$ cat src/hw/cws_defines.vh
// register map, field positions, reset values and timing for the
// standard bus wake-up and transceiver status block.
// assumes a 125 MHz system clock and byte-addressed AXI4-Lite access.
`ifndef CWS_DEFINES_VH
`define CWS_DEFINES_VH

// register indexes; byte address is four times the index
`define CWS_IDX_MODE_CTRL 8'h20
`define CWS_IDX_XCVR_COND 8'h22
`define CWS_IDX_WAKE_EVT 8'h23
`define CWS_IDX_WAKE_CFG 8'h24

// mode control fields
`define CWS_CTRL_RSVD_BIT 7
`define CWS_CTRL_FD_BIT 6
`define CWS_CTRL_VALID_BIT 5
`define CWS_CTRL_SELW_BIT 4
`define CWS_CTRL_RESET 8'h00
`define CWS_CTRL_WMASK 8'hF3

// transceiver condition fields
`define CWS_COND_ACTIVE_BIT 7
`define CWS_COND_PNERR_BIT 6
`define CWS_COND_PNCFG_BIT 5
`define CWS_COND_OSC_BIT 4
`define CWS_COND_SILENT_BIT 3
`define CWS_COND_SUPLOW_BIT 1
`define CWS_COND_TXTO_BIT 0

// wake event and wake configuration fields
`define CWS_EVT_WAKE_BIT 0
`define CWS_CFG_WAKE_EN_BIT 0
`define CWS_CFG_RESET 8'h00

// transceiver mode select codes
`define CWS_SEL_OFFLINE 2'h0
`define CWS_SEL_ACT_UV 2'h1
`define CWS_SEL_ACT_NOUV 2'h2
`define CWS_SEL_LISTEN 2'h3

// transceiver state reported on o_xcvr_state
`define CWS_XS_OFFLINE 2'h0
`define CWS_XS_OFF_BIAS 2'h1
`define CWS_XS_ACTIVE 2'h2
`define CWS_XS_LISTEN 2'h3

// chip operating mode on i_chip_mode
`define CWS_CHIP_NORMAL 2'h0
`define CWS_CHIP_STANDBY 2'h1
`define CWS_CHIP_SLEEP 2'h2
`define CWS_CHIP_RESET 2'h3

// AXI responses
`define CWS_RESP_OKAY 2'h0
`define CWS_RESP_SLVERR 2'h2

// timing, times in ns
`define CWS_CLK_NS 24'h000008
`define CWS_DOM_NS 24'h0003E8
`define CWS_REC_NS 24'h0003E8
`define CWS_WAKE_TO_NS 24'h0F4240
`define CWS_SILENCE_NS 24'h0F4240
// least times round up, longest times round down; all sized to the counters
`define CWS_DOM_CYC ((`CWS_DOM_NS + `CWS_CLK_NS - 24'h000001) / `CWS_CLK_NS)
`define CWS_REC_CYC ((`CWS_REC_NS + `CWS_CLK_NS - 24'h000001) / `CWS_CLK_NS)
`define CWS_WAKE_TO_CYC (`CWS_WAKE_TO_NS / `CWS_CLK_NS)
`define CWS_SILENCE_CYC (`CWS_SILENCE_NS / `CWS_CLK_NS)

`endif

$ cat src/hw/cws_wake_status.v
// standard bus wake-up filter, mode control and transceiver condition
// registers for a CAN transceiver, reached over AXI4-Lite.
// assumes bus receive level and analog flags arrive asynchronously and
// the chip mode comes from logic on the same clock.
`timescale 1ns/100ps
`default_nettype none
`include "cws_defines.vh"

module cws_wake_status #(
	parameter PN_BUILD = 1,
	parameter [23:0] WAKE_TO_CYC = `CWS_WAKE_TO_CYC,
	parameter [23:0] SILENCE_CYC = `CWS_SILENCE_CYC
) (
	// clock and reset
	input wire i_clock,
	input wire i_resetn,
	// axi4-lite write address and data
	input wire [31:0] i_s_axi_awaddr,
	input wire [2:0] i_s_axi_awprot,
	input wire i_s_axi_awvalid,
	output wire o_s_axi_awready,
	input wire [31:0] i_s_axi_wdata,
	input wire [3:0] i_s_axi_wstrb,
	input wire i_s_axi_wvalid,
	output wire o_s_axi_wready,
	// axi4-lite write response
	output wire [1:0] o_s_axi_bresp,
	output wire o_s_axi_bvalid,
	input wire i_s_axi_bready,
	// axi4-lite read
	input wire [31:0] i_s_axi_araddr,
	input wire [2:0] i_s_axi_arprot,
	input wire i_s_axi_arvalid,
	output wire o_s_axi_arready,
	output wire [31:0] o_s_axi_rdata,
	output wire [1:0] o_s_axi_rresp,
	output wire o_s_axi_rvalid,
	input wire i_s_axi_rready,
	// bus and microcontroller pins, asynchronous
	input wire i_bus_rx,
	input wire i_txd,
	output wire o_rxd,
	output wire o_tx_enable,
	output wire o_bias_on,
	// analog and partial networking flags, asynchronous
	input wire i_supply_low,
	input wire i_pn_osc_ok,
	input wire i_frame_detect_error,
	input wire i_tx_timeout,
	// chip mode controller, same clock
	input wire [1:0] i_chip_mode,
	output wire [1:0] o_xcvr_state,
	output wire o_main_supply_on,
	output wire o_sleep_exit
);

	localparam [1:0] WS_IDLE = 2'h0;
	localparam [1:0] WS_REC = 2'h1;
	localparam [1:0] WS_DOM2 = 2'h2;
	localparam [23:0] DOM_CNT = `CWS_DOM_CYC;
	localparam [23:0] REC_CNT = `CWS_REC_CYC;
	localparam [23:0] WAKE_CNT = WAKE_TO_CYC;
	localparam [23:0] SIL_CNT = SILENCE_CYC;
	localparam PN_ON = (PN_BUILD != 0);

	// two-stage synchronisers for all asynchronous inputs
	reg [5:0] sync1_reg;
	reg [5:0] sync2_reg;
	wire bus_s = sync2_reg[0];
	wire txd_s = sync2_reg[1];
	wire suplow_s = sync2_reg[2];
	wire osc_s = sync2_reg[3];
	wire fde_s = sync2_reg[4];
	wire txto_s = sync2_reg[5];

	always @(posedge i_clock) begin
		if (!i_resetn) begin
			sync1_reg <= 6'h3F;
			sync2_reg <= 6'h3F;
		end else begin
			sync1_reg <= {i_tx_timeout, i_frame_detect_error, i_pn_osc_ok,
				i_supply_low, i_txd, i_bus_rx};
			sync2_reg <= sync1_reg;
		end
	end

	// registers
	reg [7:0] ctrl_reg;
	reg wake_en_reg;
	reg wake_evt_reg;
	reg main_sup_reg;
	reg exit_reg;

	wire fd_en = ctrl_reg[`CWS_CTRL_FD_BIT];
	wire cfg_valid = ctrl_reg[`CWS_CTRL_VALID_BIT];
	wire selw_en = ctrl_reg[`CWS_CTRL_SELW_BIT];
	wire [1:0] mode_sel = ctrl_reg[1:0];

	// bus silence timer
	reg bus_prev_reg;
	reg [23:0] sil_cnt_reg;
	wire bus_edge = bus_s ^ bus_prev_reg;
	wire silent = (sil_cnt_reg >= SIL_CNT);

	always @(posedge i_clock) begin
		if (!i_resetn) begin
			bus_prev_reg <= 1'b1;
			sil_cnt_reg <= 24'h000000;
		end else begin
			bus_prev_reg <= bus_s;
			if (bus_edge)
				sil_cnt_reg <= 24'h000000;
			else if (!silent)
				sil_cnt_reg <= sil_cnt_reg + 24'h000001;
		end
	end

	// transceiver state
	reg lock_reg;
	reg [1:0] xs_next;
	wire normal = (i_chip_mode == `CWS_CHIP_NORMAL);
	wire act_req = normal && (mode_sel == `CWS_SEL_ACT_UV ||
		mode_sel == `CWS_SEL_ACT_NOUV);
	wire uv_drop = (mode_sel == `CWS_SEL_ACT_UV) && suplow_s;
	reg [1:0] xs_reg;
	wire is_active = (xs_reg == `CWS_XS_ACTIVE);

	always @* begin
		if (!normal || mode_sel == `CWS_SEL_OFFLINE || (act_req && uv_drop))
			xs_next = silent ? `CWS_XS_OFFLINE : `CWS_XS_OFF_BIAS;
		else if (mode_sel == `CWS_SEL_LISTEN || lock_reg ||
			(act_req && !is_active && !txd_s))
			xs_next = `CWS_XS_LISTEN;
		else
			xs_next = `CWS_XS_ACTIVE;
	end

	always @(posedge i_clock) begin
		if (!i_resetn) begin
			xs_reg <= `CWS_XS_OFFLINE;
			lock_reg <= 1'b0;
		end else begin
			xs_reg <= xs_next;
			// lock set at selection, cleared by txd high
			lock_reg <= act_req && !txd_s && (lock_reg || !is_active);
		end
	end

	// wake filter
	reg [1:0] ws_reg;
	reg [23:0] run_reg;
	reg [23:0] win_reg;
	wire offline = (xs_reg == `CWS_XS_OFFLINE ||
		xs_reg == `CWS_XS_OFF_BIAS);
	wire monitor = offline && wake_en_reg && (!selw_en || !cfg_valid ||
		!PN_ON);
	wire want_rec = (ws_reg == WS_REC);
	wire at_level = (bus_s == want_rec);
	wire [23:0] need = want_rec ? REC_CNT : DOM_CNT;
	// phase completes only after its minimum time
	wire phase_done = at_level && (run_reg + 24'h000001 >= need);
	wire win_out = (ws_reg != WS_IDLE) && (win_reg >= WAKE_CNT);
	wire wake_hit = monitor && !win_out && (ws_reg == WS_DOM2) && phase_done;

	always @(posedge i_clock) begin
		if (!i_resetn) begin
			ws_reg <= WS_IDLE;
			run_reg <= 24'h000000;
			win_reg <= 24'h000000;
		end else if (!monitor || win_out) begin
			ws_reg <= WS_IDLE;
			run_reg <= 24'h000000;
			win_reg <= 24'h000000;
		end else begin
			if (ws_reg != WS_IDLE)
				win_reg <= win_reg + 24'h000001;
			// a short opposite pulse restarts the phase, not the sequence
			if (!at_level || phase_done)
				run_reg <= 24'h000000;
			else
				run_reg <= run_reg + 24'h000001;
			case (ws_reg)
			WS_IDLE: begin
				// first dominant phase opens the window
				if (phase_done) begin
					ws_reg <= WS_REC;
					win_reg <= 24'h000000;
				end
			end
			WS_REC: begin
				if (phase_done)
					ws_reg <= WS_DOM2;
			end
			WS_DOM2: begin
				if (phase_done)
					ws_reg <= WS_IDLE;
			end
			default: begin
				ws_reg <= WS_IDLE;
			end
			endcase
		end
	end

	// axi write channel
	reg aw_full_reg;
	reg w_full_reg;
	reg [7:0] aw_idx_reg;
	reg [31:0] wdata_reg;
	reg [3:0] wstrb_reg;
	reg bvalid_reg;
	reg [1:0] bresp_reg;
	wire aw_take = i_s_axi_awvalid && !aw_full_reg && !bvalid_reg;
	wire w_take = i_s_axi_wvalid && !w_full_reg && !bvalid_reg;
	wire wr_go = aw_full_reg && w_full_reg && !bvalid_reg;
	wire wr_lane0 = wr_go && wstrb_reg[0];
	wire wr_ctrl = wr_lane0 && (aw_idx_reg == `CWS_IDX_MODE_CTRL);
	wire wr_evt = wr_lane0 && (aw_idx_reg == `CWS_IDX_WAKE_EVT);
	wire wr_cfg = wr_lane0 && (aw_idx_reg == `CWS_IDX_WAKE_CFG);
	wire wr_map = (aw_idx_reg == `CWS_IDX_MODE_CTRL) ||
		(aw_idx_reg == `CWS_IDX_XCVR_COND) ||
		(aw_idx_reg == `CWS_IDX_WAKE_EVT) ||
		(aw_idx_reg == `CWS_IDX_WAKE_CFG);
	// partial networking control bits are reserved without that build
	wire [7:0] ctrl_mask = PN_ON ? `CWS_CTRL_WMASK : 8'h83;

	assign o_s_axi_awready = !aw_full_reg && !bvalid_reg;
	assign o_s_axi_wready = !w_full_reg && !bvalid_reg;
	assign o_s_axi_bvalid = bvalid_reg;
	assign o_s_axi_bresp = bresp_reg;

	always @(posedge i_clock) begin
		if (!i_resetn) begin
			aw_full_reg <= 1'b0;
			w_full_reg <= 1'b0;
			aw_idx_reg <= 8'h00;
			wdata_reg <= 32'h00000000;
			wstrb_reg <= 4'h0;
			bvalid_reg <= 1'b0;
			bresp_reg <= `CWS_RESP_OKAY;
		end else begin
			if (aw_take) begin
				aw_full_reg <= 1'b1;
				aw_idx_reg <= i_s_axi_awaddr[9:2];
			end
			if (w_take) begin
				w_full_reg <= 1'b1;
				wdata_reg <= i_s_axi_wdata;
				wstrb_reg <= i_s_axi_wstrb;
			end
			if (wr_go) begin
				aw_full_reg <= 1'b0;
				w_full_reg <= 1'b0;
				bvalid_reg <= 1'b1;
				bresp_reg <= wr_map ? `CWS_RESP_OKAY : `CWS_RESP_SLVERR;
			end else if (bvalid_reg && i_s_axi_bready) begin
				bvalid_reg <= 1'b0;
			end
		end
	end

	// control registers and wake event
	wire evt_clr = wr_evt && wdata_reg[`CWS_EVT_WAKE_BIT];
	wire sleeping = (i_chip_mode == `CWS_CHIP_SLEEP);
	reg sleep_prev_reg;

	always @(posedge i_clock) begin
		if (!i_resetn) begin
			ctrl_reg <= `CWS_CTRL_RESET;
			wake_en_reg <= 1'b0;
			wake_evt_reg <= 1'b0;
			main_sup_reg <= 1'b1;
			exit_reg <= 1'b0;
			sleep_prev_reg <= 1'b0;
		end else begin
			if (wr_ctrl)
				ctrl_reg <= wdata_reg[7:0] & ctrl_mask;
			if (wr_cfg)
				wake_en_reg <= wdata_reg[`CWS_CFG_WAKE_EN_BIT];
			if (wake_hit)
				wake_evt_reg <= 1'b1;
			else if (evt_clr)
				wake_evt_reg <= 1'b0;
			sleep_prev_reg <= sleeping;
			// wake from sleep restores the supply and asks for reset
			exit_reg <= wake_hit && sleeping;
			if (wake_hit && sleeping)
				main_sup_reg <= 1'b1;
			else if (sleeping && !sleep_prev_reg)
				main_sup_reg <= 1'b0;
		end
	end

	// condition register
	wire [7:0] cond;
	assign cond[`CWS_COND_ACTIVE_BIT] = is_active;
	assign cond[`CWS_COND_PNERR_BIT] = PN_ON && (fde_s || !cfg_valid);
	assign cond[`CWS_COND_PNCFG_BIT] = PN_ON && cfg_valid;
	assign cond[`CWS_COND_OSC_BIT] = PN_ON && osc_s;
	assign cond[`CWS_COND_SILENT_BIT] = silent;
	assign cond[2] = 1'b0;
	// supply indication only with undervoltage mode
	assign cond[`CWS_COND_SUPLOW_BIT] = (mode_sel == `CWS_SEL_ACT_UV) &&
		suplow_s;
	assign cond[`CWS_COND_TXTO_BIT] = txto_s;

	// axi read channel
	reg rvalid_reg;
	reg [31:0] rdata_reg;
	reg [1:0] rresp_reg;
	reg [7:0] rd_val;
	reg rd_ok;
	wire ar_take = i_s_axi_arvalid && !rvalid_reg;

	always @* begin
		rd_ok = 1'b1;
		case (i_s_axi_araddr[9:2])
		`CWS_IDX_MODE_CTRL: rd_val = ctrl_reg;
		`CWS_IDX_XCVR_COND: rd_val = cond;
		`CWS_IDX_WAKE_EVT: rd_val = {7'h00, wake_evt_reg};
		`CWS_IDX_WAKE_CFG: rd_val = {7'h00, wake_en_reg};
		default: begin
			rd_val = 8'h00;
			rd_ok = 1'b0;
		end
		endcase
	end

	assign o_s_axi_arready = !rvalid_reg;
	assign o_s_axi_rvalid = rvalid_reg;
	assign o_s_axi_rdata = rdata_reg;
	assign o_s_axi_rresp = rresp_reg;

	always @(posedge i_clock) begin
		if (!i_resetn) begin
			rvalid_reg <= 1'b0;
			rdata_reg <= 32'h00000000;
			rresp_reg <= `CWS_RESP_OKAY;
		end else if (ar_take) begin
			rvalid_reg <= 1'b1;
			rdata_reg <= {24'h000000, rd_val};
			rresp_reg <= rd_ok ? `CWS_RESP_OKAY : `CWS_RESP_SLVERR;
		end else if (rvalid_reg && i_s_axi_rready) begin
			rvalid_reg <= 1'b0;
		end
	end

	// pin outputs
	reg rxd_reg;
	always @(posedge i_clock) begin
		if (!i_resetn)
			rxd_reg <= 1'b1;
		// rxd held low while a wake event is pending
		else
			rxd_reg <= !(wake_evt_reg || wake_hit) &&
				(offline ? 1'b1 : bus_s);
	end

	assign o_rxd = rxd_reg;
	assign o_tx_enable = is_active;
	assign o_bias_on = (xs_reg != `CWS_XS_OFFLINE);
	assign o_xcvr_state = xs_reg;
	assign o_main_supply_on = main_sup_reg;
	assign o_sleep_exit = exit_reg;

endmodule
`default_nettype wire

$ cat config.mk
export PLATFORM = sky130hd
export DESIGN_NAME = cws_wake_status
export DESIGN_NICKNAME = d
export VERILOG_FILES = /design/src/hw/cws_wake_status.v
export VERILOG_INCLUDE_DIRS = /design/src /design/src/hw
export SDC_FILE = /design/constraint.sdc
export NUM_CORES = 1
export LEC_CHECK = 0
export BUFFER_PORTS_ARGS = -buffer_cell sky130_fd_sc_hd__buf_2
export CELL_PAD_IN_SITES_DETAIL_PLACEMENT = 1
export CELL_PAD_IN_SITES_GLOBAL_PLACEMENT = 2
export CORE_AREA = 2 2 141 143
export DETAILED_ROUTE_END_ITERATION = 6
export DIE_AREA = 0 0 143 145
export HOLD_SLACK_MARGIN = 0.06
export PLACE_DENSITY_LB_ADDON = 0.3
export SYNTH_ARGS = -nofsm -noshare
export SYNTH_HDL_FRONTEND = slang
export SYNTH_SLANG_ARGS = --single-unit
$ cat constraint.sdc
create_clock -name i_clock -period 2.72 [get_ports i_clock]
set_input_delay 0.272 -clock i_clock [delete_from_list [all_inputs] [get_ports i_clock]]
set_output_delay 0.272 -clock i_clock [all_outputs]
set_load 0.005 [all_outputs]
==> flow_summary.yaml, run 1 <==
placed_design:
  gp_congestion: 0.7867
  hpwl_um: 9849
  portBuffers: 58
  place_area_um2: 6311
route:
  drc: 0
  dr.pass1.iters: 4
  via_per_inst: 4.490
  vias: 4530
  wl_um: 13360
  wl_per_cell_um: 13.24
  antenna_left: 0
  drt_iter0_drc: 168
power_and_ir_drop:
  power.share.clock_pct: 51.8
  ir_drop_mv: 0.4735
  power.total_mw: 4.548
  p_switching_mw: 1.031
  pwr-share-comb_pct: 4.4
  sw_frac_of_total_pct: 22.66
  power.internal_mw: 3.518
  p_seq_share_pct: 43.8
  power.density_nw_per_um2: 645.3
  power_leakage_nw: 2.736
synthesis:
  ys.warnings.count: 0
  async_flop_share_pct: 0
  synth_area_per_cell_um2: 8.970
  synth_area_um2: 5669
  synth-edff-count: 0
  netlist-cell-type-count: 59
  yosys_most_used_dff: "dfxtp_1"
  netlist_instances: 632
  yosys_register_bits: 130
  yosysSeqAreaShare_pct: 45.91
timing:
  period_share_pct: 96.34
  relSlewSlack_pct: 57.44
  drv_slew: 0
  finalCriticalPeriod_ns: 2.620
  final_hold_viol_count: 0
  worstMarginPinSlew_ns: 0.6369
  finalClockSkew_ns: 0.009923
  setup_viol: 0
  fmax_mhz: 381.6
grt:
  antenna_found_initial: 0
  grt_pass1_vias: 4734
  grt_use_total_pct: 13.51
  grt_pass1_wl_um: 22510
  grt-ovfl-total: 0
  grt_max_degree: 39
clocking:
  cts_buffers: 17
  htreeDepth: 4
  clock_sinks: 130
  cts-root-buf: "clkbuf_16"
  path_clk_slew_ns: 0.06
  cts_tree: "yes"
  clock_latency_ns: 0.42
  clock_path_buffers: 2
floorplan:
  die_width_um: 143
  rows: 51
  die_h_um: 145
  core_um2: 19210
  start_util_pct: 29.52
  fp.dieArea_um2: 20740
  pin_count: 169
critical_path:
  reg2reg_depth: 10
  end_kind: "flip-flop"
  critPathArrivalTime_ns: 2.97
  crit_family: "simple AND/OR/NAND/NOR gates"
  max_stage_delay_ns: 0.45
  crit_required_ns: 3.07
  cp_slowest_cell: "or4_1"
  crit_chain: "buf_4, nand4_1, or4_1, a211oi_2, o2111ai_2, or3_4, nor2_8, o31ai_4, buf_12, nor2_2"
  path_buf_inv: 2
  worst-path-max-fanout: 8
  critPathKind: "flip-flop to flip-flop"
  cp-start-kind: "flip-flop"
  path_depth: 10
finish:
  antenna_cells: 0
  drive_gt1_share_pct: 20.03
  nets: 861
  fin_area_um2: 7048
  syn_to_final_growth_pct: 24.32
  layout_common_cells: "dfxtp_1 (130), nor2_1 (64), buf_2 (58)"
  final_common_cell: "dfxtp_1"
status:
  status: "completed"
hold_path:
  hp-class: "input pin to flip-flop"
  whs_path_depth: 3
job:
  max-cap-violations: 0
==> area by class of cell <==
type	instances	area (um2)
Tap cell	265	331.6
Timing Repair Buffer	84	528.0
Inverter	23	86.33
Fill cell	2268	12160
Multi-Input combinational cell	475	2882
Sequential cell	130	2603
Clock inverter	14	178.9
Clock buffer	18	439.2
==> synthesized netlist by cell type (5+ instances only) <==
cell type	instances	area share, %
dfxtp_1	130	46
nor2_1	64	4.2
nand2_1	54	3.6
a21oi_1	31	2.7
buf_4	29	3.8
xnor2_1	24	3.7
inv_1	23	1.5
nand2b_1	21	2.3
and3_1	20	2.2
xor2_1	20	3.1
nand3_1	19	1.7
nor2_2	19	2.1
mux2i_1	18	3.2
nand4_1	17	1.9
nor3_1	17	1.5
o21ai_0	13	1.1
clkbuf_1	12	0.79
nor4_1	10	1.1
ha_1	9	2.0
nor2b_1	6	0.66
or2_2	6	0.66
a211oi_1	5	0.66
a31oi_1	5	0.55
o31ai_1	5	0.66
==> logic make-up (layout without fill, tap and decap cells) <==
family / Yosys count / in the layout / synth area share, %
and+or+nand+nor: 276 / 276 / 25.56
muxes: 18 / 18 / 3.178
adders and majority gates: 9 / 9 / 1.986
buffers and inverters: 70 / 139 / 6.864
xor gates and xnor gates: 44 / 44 / 6.798
AOI/OAI and AO/OA: 84 / 84 / 9.645
DFF: 130 / 130 / 45.91
other: 1 / 44 / 0.06615
==> worst paths after layout <==
check / slack [ns] / start / end
worst max-delay path: 0.1 / run_reg[0]$_SDFF_PP0_ / win_reg[9]$_SDFF_PP0_
worst min-delay path: 0.09 / i_s_axi_wdata[5] / wdata_reg[5]$_SDFFE_PN0P_
worst max register to register: 0.1 / run_reg[0]$_SDFF_PP0_ / win_reg[9]$_SDFF_PP0_
worst min register to register: 0.41 / sync1_reg[0]$_SDFF_PN1_ / sync2_reg[0]$_SDFF_PN1_
==> worst register-to-register path, cell delays in order, from the launching register on <==
cell and delay, ns:
dfxtp_1 0.34, buf_4 0.16, nand4_1 0.13, or4_1 0.45
a211oi_2 0.27, o2111ai_2 0.14, or3_4 0.44, nor2_8 0.18
o31ai_4 0.14, buf_12 0.20, nor2_2 0.10
==> repair_timing <==
item / in CTS / in global routing
pin swaps: 0 / 4
hold buffers: 7 / 0
resized for setup: 1 / 6
endpoints found under the hold margin: 7 / 0
buffers inserted: 0 / 2
setup endpoints to repair: 3 / 31
==> metrics by stage <==
stage	util [%]	setup slack (ns)	std cells	hold WS, ns	setup TNS, ns
final	36.69	0.09951	1009	0.09119	0
after global routing	36.69	-0.01960	1009	0.08891	-0.07942
after CTS	36.47	0.01956	1007	0.07173	0
after detailed placement	32.86	-0.06522	968	0.4002	-0.06522
after global placement	32.86	0.03471	968	0.3890	0
after floorplan	-	0.2061	675	0.3721	0
==> layer usage <==
layer  GRT usage, %  up-vias  part of all wire (%)
met4          4.406        0                   1.7
met1          16.19     2160                    45
met5              0        -                     0
met2          23.16       63                    50
li1               -     2290                     -
met3          3.729       17                   3.2
==> power by group through the flow <==
| stage | combinational (mW) | clock, mW | sequential (mW) |
|---|---|---|---|
| after global routing | 0.228 | 2.52 | 2.00 |
| after floorplan | 0.152 | 0 | 2.02 |
| after detailed placement | 0.190 | 0 | 2.04 |
| after global placement | 0.183 | 0 | 2.03 |
| after CTS | 0.199 | 2.43 | 1.99 |
| final | 0.199 | 2.36 | 1.99 |
No activity file was read; power rests on OpenSTA's default activity.
==> inputs of run 2 (changes only) <==
--- a/config.mk
+++ b/config.mk
@@ -6,14 +6,16 @@
 export SDC_FILE = /design/constraint.sdc
 export NUM_CORES = 1
 export LEC_CHECK = 0
+export ABC_AREA = 1
 export BUFFER_PORTS_ARGS = -buffer_cell sky130_fd_sc_hd__buf_2
 export CELL_PAD_IN_SITES_DETAIL_PLACEMENT = 1
 export CELL_PAD_IN_SITES_GLOBAL_PLACEMENT = 2
-export CORE_AREA = 2 2 141 143
+export CORE_AREA = 2 2 147 149
+export CTS_BUF_LIST = sky130_fd_sc_hd__clkbuf_2 sky130_fd_sc_hd__clkbuf_4 sky130_fd_sc_hd__clkbuf_8
 export DETAILED_ROUTE_END_ITERATION = 6
-export DIE_AREA = 0 0 143 145
+export DIE_AREA = 0 0 149 151
 export HOLD_SLACK_MARGIN = 0.06
-export PLACE_DENSITY_LB_ADDON = 0.3
+export PLACE_DENSITY = 0.89
 export SYNTH_ARGS = -nofsm -noshare
 export SYNTH_HDL_FRONTEND = slang
 export SYNTH_SLANG_ARGS = --single-unit
==> run 2 against run 1 <==
Global-route usage down 0.13 points. Clock-buffer cell count stayed put. Critical endpoint is now win_reg[13]$_SDFF_PP0_. Sequential share of layout area shrank 1.3 points. Sequential power is essentially flat. Largest power group is now sequential cells. Total power is 11% lower. Critical path depth increased by 5. Worst hold slack got worse by 0.0096 ns. Via count up 19%. Register-to-register slack better by 0.26 ns.
==> flow_summary.yaml, run 2 <==
grt:
  antenna_found_initial: 0
  grt_pass1_wl_um: 24230
  grt_use_total_pct: 13.37
  grt-ovfl-total: 0
  grt_max_degree: 29
  grt_pass1_vias: 5322
clocking:
  cts_setup_buffers: 0
  cts_tree: "yes"
  cts-root-buf: "clkbuf_8"
  clock_latency_ns: 0.45
  path_clk_slew_ns: 0.08
  htreeDepth: 4
  clock_path_buffers: 2
  clock_sinks: 130
  cts_buffers: 17
  cts-resized-gates: 0
timing:
  relSlewSlack_pct: 49.85
  fmax_mhz: 423.5
  whs_ns: 0.08158
  final_hold_viol_count: 0
  timing.setup.tns_ns: 0
  finalClockSkew_ns: 0.01674
  finalCriticalPeriod_ns: 2.361
  setup_viol: 0
  drv_slew: 0
  fin_ws_ns: 0.3588
  worstMarginPinSlew_ns: 0.7505
  period_share_pct: 86.81
  rsz0062_at_grt: "false"
floorplan:
  fp.dieArea_um2: 22500
  start_util_pct: 29.78
  core_um2: 20820
  pin_count: 169
  rows: 53
  die_width_um: 149
  die_h_um: 151
power_and_ir_drop:
  power_leakage_nw: 2.966
  ir_drop_mv: 0.3220
  sw_frac_of_total_pct: 24.06
  p_seq_share_pct: 49.2
  p_switching_mw: 0.9788
  power.density_nw_per_um2: 556.2
  pwr-share-comb_pct: 5.7
  power.internal_mw: 3.089
  power.share.clock_pct: 45.1
  power.total_mw: 4.068
finish:
  drive_gt1_share_pct: 14.18
  final_common_cell: "nand2_1"
  nFillCells: 2672
  fin_area_um2: 7313
  nets: 1083
  syn_to_final_growth_pct: 17.94
  final_util_pct: 35.12
  layout_common_cells: "nand2_1 (160), dfxtp_1 (130), nor2_1 (128)"
  fin_cells: 1241
  antenna_cells: 0
synthesis:
  async_flop_share_pct: 0
  netlist_top_cells_area: "dfxtp_1 (42%), nand2_1 (9.7%), nor2_1 (7.7%), inv_1 (6.8%), nand3_1 (4.1%)"
  synth_area_per_cell_um2: 7.202
  yosysSeqAreaShare_pct: 41.97
  synth_common_cells: "nand2_1 (160), dfxtp_1 (130), nor2_1 (128)"
  synth_area_um2: 6201
  netlist-cell-type-count: 35
  ys.warnings.count: 0
  synth-simple-area-share_pct: 31.44
  synth_top_area_cell: "dfxtp_1"
  yosys_most_used_dff: "dfxtp_1"
  netlist_instances: 861
  synth_mux_area_share_pct: 0
  yosys_register_bits: 130
  synth_compound_area_share_pct: 8.495
  yosys.area.top_type_share_pct: 41.97
  synth_top_family_by_area: "simple AND/OR/NAND/NOR gates"
  synth-edff-count: 0
  synthAdderAreaFrac_pct: 1.816
  synth.most_common_cell: "nand2_1"
  synth_xor_area_share_pct: 4.944
route:
  dr.pass1.iters: 4
  via_per_inst: 4.355
  drc: 0
  wl_um: 14340
  antenna_left: 0
  vias: 5405
  wl_per_cell_um: 11.56
  drt_iter0_drc: 154
hold_path:
  hp-class: "input pin to flip-flop"
  whs_path_depth: 3
  min_from: "i_s_axi_awaddr[6]"
critical_path:
  crit_chain: "ha_1, nand2_1, nor2_4, nand2_2, nor2_2, nand2_1, nand2_1, nand2_1, nor2_1, nand2_1, nor2_2, nand2_2, nand3_2, nand2_4, nor2_1"
  critPathKind: "flip-flop to flip-flop"
  critPathArrivalTime_ns: 2.73
  rr_startpoint: "run_reg[1]$_SDFF_PP0_"
  path_buf_inv: 0
  worst-path-max-fanout: 23
  crit_required_ns: 3.09
  crit_family: "simple AND/OR/NAND/NOR gates"
  reg2reg_slack_ns: 0.36
  timing.rr.end: "win_reg[13]$_SDFF_PP0_"
  critPathMostFrequentCell: "nand2_1"
  critical_path.endpoint: "win_reg[13]$_SDFF_PP0_"
  reg2reg_depth: 15
  cp_slowest_cell: "dfxtp_1"
  end_kind: "flip-flop"
  cp-start-kind: "flip-flop"
  path_depth: 15
  max_stage_delay_ns: 0.40
  startpoint: "run_reg[1]$_SDFF_PP0_"
placed_design:
  place_area_um2: 6754
  portBuffers: 58
  hpwl_um: 10780
  gp_congestion: 0.8064
  post-place-ws_ns: 0.3210
  placedCellCount: 1198
job:
  max-cap-violations: 0
status:
  status: "completed"
## run 2: worst min path at each step
stage                                 endpoint  slack [ns]
floorplan              sync1_reg[0]$_SDFF_PN1_        0.38
global placement       sync2_reg[4]$_SDFF_PN1_        0.40
detailed placement     sync2_reg[5]$_SDFF_PN1_        0.40
CTS                    sync1_reg[0]$_SDFF_PN1_        0.06
global route        aw_idx_reg[2]$_SDFFE_PN0P_        0.09
finish              aw_idx_reg[4]$_SDFFE_PN0P_        0.08
## run 2: what timing repair did
action / 4_1_cts / 5_1_grt
hold buffers: 10 / 1
hold endpoints to repair: 10 / 1
endpoints found under the setup margin: 0 / 0
## run 2: worst reg2reg max path, delay by kind of cell, from the launching register on
family                     cells  cell delay, ns
and+or+nand+nor               14            1.63
adders and majority gates      1            0.24
DFF                            1            0.40
## run 2: power groups by stage
stage / Combinational (mW) / Clock, mW / Sequential (mW)
after floorplan: 0.173 / 0 / 2.03
after global placement: 0.218 / 0 / 2.04
after detailed placement: 0.223 / 0 / 2.04
after CTS: 0.235 / 1.90 / 2.00
after global routing: 0.273 / 1.98 / 2.01
final: 0.232 / 1.84 / 2.00
## run 2: cells by family after synthesis
group | count (synthesis)
AND/OR/NAND/NOR | 431
buffers and inverters | 155
flip-flops | 130
AO/OA/AOI/OAI | 100
XOR/XNOR | 35
adder cells (fa/ha/maj) | 9
other | 1
## run 2: layout make-up
class                           instances  area, um2  area share [%]
Clock inverter                         14      201.4           2.754
Clock buffer                           18      247.7           3.388
Inverter                              112      420.4           5.749
Tap cell                              275      344.1           4.705
Timing Repair Buffer                   73      430.4           5.885
Multi-Input combinational cell        619       3067           41.93
Sequential cell                       130       2603           35.59
## run 2: metal layers
layer  global-route usage [%]  vias to the layer above  part of all wire [%]
li1                         -                     2832                     -
met1                    15.88                     2483                    48
met2                    23.62                       73                    48
met3                    3.373                       17                   3.1
met4                    4.381                        0                   1.4
met5                        0                        -                     0
